--- src/rxfb_pkg.sv ---
// Package for the receive buffer flag bank: register map, widths, reset values.
// Assumes a plain address/strobe register port with 16-bit registers.
package rxfb_pkg;

   localparam int unsigned ADDR_W       = 4;
   localparam int unsigned REG_W        = 16;
   localparam int unsigned NUM_BUF      = 32;
   localparam int unsigned IRQ_W        = 2;

   // Register indices on the plain port
   localparam logic [3:0] ADDR_FULL_LOW  = 4'h0;
   localparam logic [3:0] ADDR_FULL_HIGH = 4'h1;
   localparam logic [3:0] ADDR_OVF_LOW   = 4'h2;
   localparam logic [3:0] ADDR_OVF_HIGH  = 4'h3;
   localparam logic [3:0] ADDR_IRQ_STAT  = 4'h4;
   localparam logic [3:0] ADDR_IRQ_CLR   = 4'h5;
   localparam logic [3:0] ADDR_IRQ_EN    = 4'h6;

   localparam logic [15:0] FLAG_RESET    = 16'h0000;
   localparam logic [15:0] READ_ZERO     = 16'h0000;
   localparam logic [1:0]  IRQ_RESET     = 2'h0;

   // Interrupt status bit positions
   localparam int unsigned IRQ_STORE_BIT = 0;
   localparam int unsigned IRQ_OVF_BIT   = 1;

   typedef struct packed {
      logic [ADDR_W-1:0] addr;
      logic [REG_W-1:0]  wdata;
      logic              wr;
      logic              rd;
   } rxfb_bus_type;

endpackage : rxfb_pkg

--- src/rxfb_flag_half.sv ---
// One 16-bit half of a flag register pair: full and overflow flags of 16 buffers.
// Assumes store strobes are one-cycle pulses synchronous to clk.
`timescale 1ns/1ps
module rxfb_flag_half
   import rxfb_pkg::*;
#(
   parameter int unsigned WIDTH = REG_W
) (
   input  wire logic             clk,        // Module clock
   input  wire logic             rstn,       // Async reset, active low
   input  wire logic [WIDTH-1:0] store,      // Per-buffer store attempt
   input  wire logic             wr_full,    // Write to full-flag register
   input  wire logic             wr_ovf,     // Write to overflow register
   input  wire logic [WIDTH-1:0] wdata,      // Write data
   output logic      [WIDTH-1:0] full,       // Full flags
   output logic      [WIDTH-1:0] ovf,        // Overflow flags
   output logic      [WIDTH-1:0] ovf_event   // New overflow this cycle
);

   logic [WIDTH-1:0] next_full;
   logic [WIDTH-1:0] next_ovf;

   always_comb begin
      for (int i = 0; i < WIDTH; i++) begin
         next_full[i] = full[i];
         next_ovf[i]  = ovf[i];
         ovf_event[i] = store[i] & full[i];
         // Writing one leaves a flag as it is; zero clears
         if (wr_full && !wdata[i]) begin
            next_full[i] = 1'b0;
         end
         if (wr_ovf && !wdata[i]) begin
            next_ovf[i] = 1'b0;
         end
         // Set wins over a clear in the same cycle
         if (store[i]) begin
            next_full[i] = 1'b1;
         end
         if (ovf_event[i]) begin
            next_ovf[i] = 1'b1;
         end
      end
   end

   always_ff @(posedge clk or negedge rstn) begin
      if (!rstn) begin
         full <= FLAG_RESET[WIDTH-1:0];
         ovf  <= FLAG_RESET[WIDTH-1:0];
      end else begin
         full <= next_full;
         ovf  <= next_ovf;
      end
   end

endmodule : rxfb_flag_half

--- src/rxfb_bank.sv ---
// Receive buffer flag bank: full and overflow flags for 32 receive buffers,
// register port, and one level interrupt.
// Assumes store strobes come from the receive path, one cycle per stored message.
//
// Decided for this implementation: the address map and the plain strobed port.
`timescale 1ns/1ps
module rxfb_bank
   import rxfb_pkg::*;
#(
   parameter int unsigned NBUF = NUM_BUF
) (
   input  wire logic              clk,       // Module clock, 125 MHz
   input  wire logic              rstn,      // Async reset, active low
   input  wire logic [NBUF-1:0]   store,     // Store attempt per buffer, one-cycle pulse
   input  wire logic [ADDR_W-1:0] addr,      // Register index
   input  wire logic [REG_W-1:0]  wdata,     // Write data
   input  wire logic              wr,        // Write strobe
   input  wire logic              rd,        // Read strobe
   output logic      [REG_W-1:0]  rdata,     // Read data, cycle after rd
   output logic      [NBUF-1:0]   full,      // Full flags to receive path
   output logic                   irq        // Level interrupt
);

   localparam int unsigned NHALF = NBUF / REG_W;

   rxfb_bus_type bus;
   logic [NBUF-1:0]  ovf;
   logic [NBUF-1:0]  ovf_event;
   logic [IRQ_W-1:0] irq_stat;
   logic [IRQ_W-1:0] irq_en;
   logic [IRQ_W-1:0] next_irq_stat;
   logic [IRQ_W-1:0] next_irq_en;
   logic [REG_W-1:0] next_rdata;

   assign bus.addr  = addr;
   assign bus.wdata = wdata;
   assign bus.wr    = wr;
   assign bus.rd    = rd;

   function automatic logic hit(input rxfb_bus_type b, input logic [ADDR_W-1:0] a);
      hit = b.wr && (b.addr == a);
   endfunction : hit

   // Low half at the low index, high half one above
   genvar g;
   generate
      for (g = 0; g < NHALF; g++) begin : g_half
         rxfb_flag_half #(
            .WIDTH (REG_W)
         ) u_half (
            .clk       (clk),
            .rstn      (rstn),
            .store     (store[g*REG_W +: REG_W]),
            .wr_full   (hit(bus, ADDR_FULL_LOW + ADDR_W'(g))),
            .wr_ovf    (hit(bus, ADDR_OVF_LOW + ADDR_W'(g))),
            .wdata     (bus.wdata),
            .full      (full[g*REG_W +: REG_W]),
            .ovf       (ovf[g*REG_W +: REG_W]),
            .ovf_event (ovf_event[g*REG_W +: REG_W])
         );
      end
   endgenerate

   // Interrupt: sticky status, set beats write-one clear
   always_comb begin
      next_irq_stat = irq_stat;
      next_irq_en   = irq_en;
      if (hit(bus, ADDR_IRQ_CLR)) begin
         next_irq_stat = irq_stat & ~bus.wdata[IRQ_W-1:0];
      end
      if (hit(bus, ADDR_IRQ_EN)) begin
         next_irq_en = bus.wdata[IRQ_W-1:0];
      end
      if (|store) begin
         next_irq_stat[IRQ_STORE_BIT] = 1'b1;
      end
      if (|ovf_event) begin
         next_irq_stat[IRQ_OVF_BIT] = 1'b1;
      end
   end

   // Read mux; unmapped indices read as zero
   always_comb begin
      next_rdata = READ_ZERO;
      if (bus.rd) begin
         unique case (bus.addr)
            ADDR_FULL_LOW:  next_rdata = full[REG_W-1:0];
            ADDR_FULL_HIGH: next_rdata = full[NBUF-1:REG_W];
            ADDR_OVF_LOW:   next_rdata = ovf[REG_W-1:0];
            ADDR_OVF_HIGH:  next_rdata = ovf[NBUF-1:REG_W];
            ADDR_IRQ_STAT:  next_rdata = {{(REG_W-IRQ_W){1'b0}}, irq_stat};
            ADDR_IRQ_EN:    next_rdata = {{(REG_W-IRQ_W){1'b0}}, irq_en};
            default:        next_rdata = READ_ZERO;
         endcase
      end
   end

   always_ff @(posedge clk or negedge rstn) begin
      if (!rstn) begin
         irq_stat <= IRQ_RESET;
         irq_en   <= IRQ_RESET;
         rdata    <= READ_ZERO;
      end else begin
         irq_stat <= next_irq_stat;
         irq_en   <= next_irq_en;
         rdata    <= next_rdata;
      end
   end

   assign irq = |(irq_stat & irq_en);

endmodule : rxfb_bank

--- config.mk ---
export PLATFORM = sky130hd
export DESIGN_NAME = rxfb_bank
export DESIGN_NICKNAME = d
export VERILOG_FILES = /design/src/rxfb_pkg.sv /design/src/rxfb_flag_half.sv /design/src/rxfb_bank.sv
export SDC_FILE = /design/constraint.sdc
export NUM_CORES = 1
export LEC_CHECK = 0
export BUFFER_PORTS_ARGS = -buffer_cell sky130_fd_sc_hd__buf_2
export CORE_MARGIN = 8
export CORE_UTILIZATION = 25
export DETAILED_ROUTE_END_ITERATION = 10
export PLACE_DENSITY = 0.53
export SLEW_MARGIN = 20
export SYNTH_ARGS = -nofsm -noshare
export SYNTH_HDL_FRONTEND = slang
export SYNTH_SLANG_ARGS = --single-unit
export TNS_END_PERCENT = 5
--- constraint.sdc ---
create_clock -name clk -period 1.66 [get_ports clk]
set_input_delay 0.083 -clock clk [delete_from_list [all_inputs] [get_ports clk]]
set_output_delay 0.083 -clock clk [all_outputs]
set_load 0.01 [all_outputs]
Yosys cells after proc, flatten, opt, wreduce, memory -nomap -nowiden

Cells that the tools add are included.

Equality and inequality tests: 6
Multiplexer cells: 133
Bitwise gates (word level): 35
Reductions and logical operators: 156

Operators by type and width:

| kind                                           | count |
|---|---|
| nonzero test 2 bit                             | 66 |
| 2-to-1 mux 1 bit                               | 130 |
| one-hot mux 16 bit (6 select lines)            | 1 |
| logical AND 1 bit                              | 70 |
| OR reduction 32 bit                            | 2 |
| AND 1 bit                                      | 32 |
| logical NOT 1 bit                              | 16 |
| 2-to-1 mux 16 bit                              | 1 |
| == test 4 x 3 -> 1 bit (second input constant) | 3 |
| == test 4 x 2 -> 1 bit (second input constant) | 2 |
| AND 2 bit                                      | 2 |
| == test 4 x 1 -> 1 bit (second input constant) | 1 |
| logical NOT 4 bit                              | 1 |
| 2-to-1 mux 2 bit                               | 1 |
| NOT 2 bit                                      | 1 |
| OR reduction 2 bit                             | 1 |

Bits in registers: 84
Bits of input ports: 56
Output and inout port bits: 49
Word-level logic and storage cells: 398

Logic depth before layout (Yosys ltp)

Word-level depth: 5
Mapped depth: 7
Gate-level depth less buffers: 4

Cells and area by module

From an unflattened synthesis, not the netlist that was laid out.

Cell total of the unflattened synthesis: 352
Area total of the unflattened synthesis: 4103.9 um2

Modules (own cells, without submodules):

| module         | instances | cells each | area each (um2) | sequential area each (um2) |
|---|---|---|---|---|
| rxfb_flag_half | 2         | 114        | 1363.8          | 800.8 |
| rxfb_bank      | 1         | 124        | 1376.3          | 500.5 |

Least setup slack after synthesis

Ideal clock, no wire load.

Path type: input-to-reg
Start point: input port addr[3]
End point: register irq_stat[0]
Library setup time: 124 ps
Arrival time: 1197 ps
Required time: 1536 ps
Slack: 339 ps
Stages: 4
Path buffers: 1
Cell sequence: buf_4 nand3b_1 or4b_1 a211o_1

Longest elaborated chain between the ends: 3

Ends and longest elaborated chain:

| item                         | RTL line         | source |
|---|---|---|
| from (decl)                  | rxfb_bank.sv:15  | `input wire logic [ADDR_W-1:0] addr,` |
| == test 4 x 3 -> 1 bit       | rxfb_bank.sv:41  | `hit = b.wr && (b.addr == a);` |
| logical AND 1 bit            | rxfb_bank.sv:41  |  |
| nonzero test 2 bit (no line) | -                |  |
| to (signal assigned)         | rxfb_bank.sv:104 | `irq_stat <= next_irq_stat;` |
| to (decl)                    | rxfb_bank.sv:29  | `logic [IRQ_W-1:0] irq_stat;` |

Every way passes these cells.
A chain may end at the register's enable or synchronous reset.

Worst setup path after layout

Start point: input port store[24]
End point: register irq_stat[0]

Longest elaborated chain between the ends: 2
Elaborated cells between the ends (all ways): 3
Those cells by class: mux (1); reduce/logical (2)

Ends and longest elaborated chain:

| item                                                   | RTL line        | source |
|---|---|---|
| from (decl)                                            | rxfb_bank.sv:14 | `input wire logic [NBUF-1:0] store,` |
| OR reduction 32 bit (*)                                | rxfb_bank.sv:74 | `if (\|store) begin` |
| 2-to-1 mux 1 bit or nonzero test 2 bit (tied branches) | -               |  |

Every way passes the cells marked *; elsewhere a longest branch is shown, timed or not.

==> out/metrics.yaml <==
area_delta_synth_final_pct: 38.0
antenna_found_initial: 0
worstPathCellList: "dlygate4sd3_1 > buf_2 > nor4_1 > nand4_1 > a211o_1"
drive_gt1_frac: 0.286
vias: 3432
slew_viol_final: 0
seqPwrFrac: 0.462
worstPathArrival_ps: 1740
p_comb_frac: 0.109
grt_util_all_layers: 0.148
finalCriticalPeriod_ps: 1500
cts_setup_buffers: 0
dieArea_mm2: 0.0186
diodes: 0
pin_count: 105
port_buffers: 104
syn_area_mm2: 0.00362
clock-sinks: 84
synth_top_area_frac: 0.580
path_max_fanout: 3
max-vdd-ir-drop_mv: 0.365
clkPwrFrac: 0.429
clkTransAtPathRegs_ps: 60
synth_cells: 352
min_path_type: "in2reg"
die-width_um: 136
ant_nets: 0
first_pass_iters: 5
die_h_um: 136
synth_area_per_cell_um2: 10.3
setup_violations: 0
outcome: "complete, no violations"
slowest_delay_ps: 550
power_switching_uw: 1140
hpwl_mm: 10.2
initial_core_util: 0.252
cts_buffers: 9
path_class: "in2reg"
synthesis.nets: 408
top_usage_layer: "met2"
post_cts_resize_count: 0
rsz0062_at_grt: "false"
leakagePower_uw: 0.00197
drc: 0
start_kind: "primary input"
grt_first_pass_wirelength_mm: 20.8
via_per_inst: 5.02
gr-usage-met3: 0.0358
min_period_over_period: 0.904
fmax_mhz: 666
drtIter0Drc: 295
core_mm2: 0.0144
synth_seq_cells: 84
yosysWarnings: 0
overflow: 0
synth_cell_types: 29
first_global_vias: 3701
worstMarginPinSlew_ps: 553
powerDensity_mw_per_mm2: 916
synth_top_area_cell: "dfrtp_1"
cts_tree: "done"
clkLatencyLatePin_ps: 350
cpMaxStageDelayCell: "dlygate4sd3_1"
endpoint_kind: "register"
nets: 551
clock_skew_ps: 7.06
totalWireLength_mm: 13.5
internal_power_uw: 3440
cts_root_buf: "clkbuf_16"
grt_use_met2: 0.231
switching_share: 0.249
hold_violations: 0
gp_congestion: 0.805
worstPathRequired_ps: 1900
htree_num_levels: 3
clk_path_buf_depth: 2
ys_seq_area_frac: 0.580
grt_max_degree: 53
finalSetupTns_ps: 0
synth_top_cells_by_area: "dfrtp_1, o21ai_0, nand2_1, a22oi_1, nand2b_1"
cap_violations: 0
routedWlPerCell_um: 19.8
use_met1: 0.189
n_fill_cell: 1503
rows: 44
fin_util: 0.348
relSlewSlack: 0.627
[routing by layer]
| layer | vias up | wire length (um) |
|---|---|---|
| li1 | 1560 | - |
| met1 | 1711 | 6000 |
| met2 | 138 | 6290 |
| met3 | 23 | 881 |
| met4 | 0 | 347 |
| met5 | - | 0 |
[layout make-up]
type / count / area, um^2 / area share
clock inverter: 3 / 20.0 / 0.00400
timing repair buffer: 146 / 921 / 0.184
tap: 184 / 230 / 0.0460
sequential: 84 / 2100 / 0.420
inverter: 2 / 7.51 / 0.00150
multi-input combinational: 252 / 1450 / 0.290
clock buffer: 13 / 270 / 0.0540
[synthesized netlist by cell type (all sizes together)]
library cell,instances
nand3b,2
or3,2
nand3,3
a22oi,30
a211o,1
a222oi,2
buf,9
nor3b,1
dfrtp,84
nand2b,30
a21o,2
mux2,4
o21ai,62
nor4,11
a21oi,16
nor4bb,1
inv,2
nand2,69
o41ai,1
nor2b,1
a22o,1
clkbuf,5
or4b,1
nand4,10
nor4b,2
[per-stage QoR]
step	power, uW	std cells	worst slack, ps	hold slack, ps	cell area (um^2)
after floorplan	2340	352	339	-213	3620
after global placement	2590	640	247	-112	4430
after detailed placement	2600	640	199	-112	4430
after CTS	4620	684	133	0.379	5000
after global routing	4740	684	101	6.84	5000
final	4580	684	159	12.7	5000
[final timing paths]
path	slack, ps	endpoint	startpoint	cells after the start
max	160	irq_stat[0]	store[24]	5
min	10	g_half[1].u_half.full[7]	store[23]	2
max reg2reg	390	irq_stat[1]	g_half[1].u_half.full[15]	4
min reg2reg	510	g_half[1].u_half.ovf[12]	g_half[1].u_half.ovf[12]	2
max in group asynchronous	1000	g_half[0].u_half.full[2]	rstn	3
min in group asynchronous	90	rdata[1]	rstn	2
[state kept, by name, summed over array words and instances (netlist names)]
name,cells
irq_stat,2
rdata,16
g_half.u_half.ovf,32
g_half.u_half.full,32
irq_en,2
[logic make-up after synthesis]
logic type | synth area share
AO/OA/AOI/OAI | 0.187
buffers and inverters | 0.0217
flip-flops | 0.580
multiplexers | 0.0124
AND/OR/NAND/NOR | 0.199
[placed cells by master, fill, tap and decap left out, drive strengths merged, types with 3 or more instances in the layout]
cell         netlist  routed
nand4             10      10
dlygate4sd3        0      28
a22oi             30      30
nand2             69      69
clkbuf             5      13
nand3              3       3
o21ai             62      62
a21oi             16      16
dfrtp             84      84
nand2b            30      30
buf                9     118
nor4              11      11
mux2               4       4
[power groups by stage]
stage	sequential [uW]	combinational (uW)	clock, uW
6_report	2120	497	1970
5_1_grt	2120	545	2070
4_1_cts	2120	501	2000
2_1_floorplan	2160	181	0
3_5_place_dp	2160	446	0
3_3_place_gp	2150	440	0
[worst max-delay path: cells and delay by family]
| family | cells | cell delay, ps |
|---|---|---|
| AO/OA/AOI/OAI | 1 | 310 |
| buffers and inverters | 2 | 700 |
| AND/OR/NAND/NOR | 2 | 640 |
[what timing repair did]
action                     CTS  global route
hold endpoints to repair   113             0
hold buffers                28             0
setup endpoints to repair    0             0
Note: power is estimated with default switching activity, not from simulation.
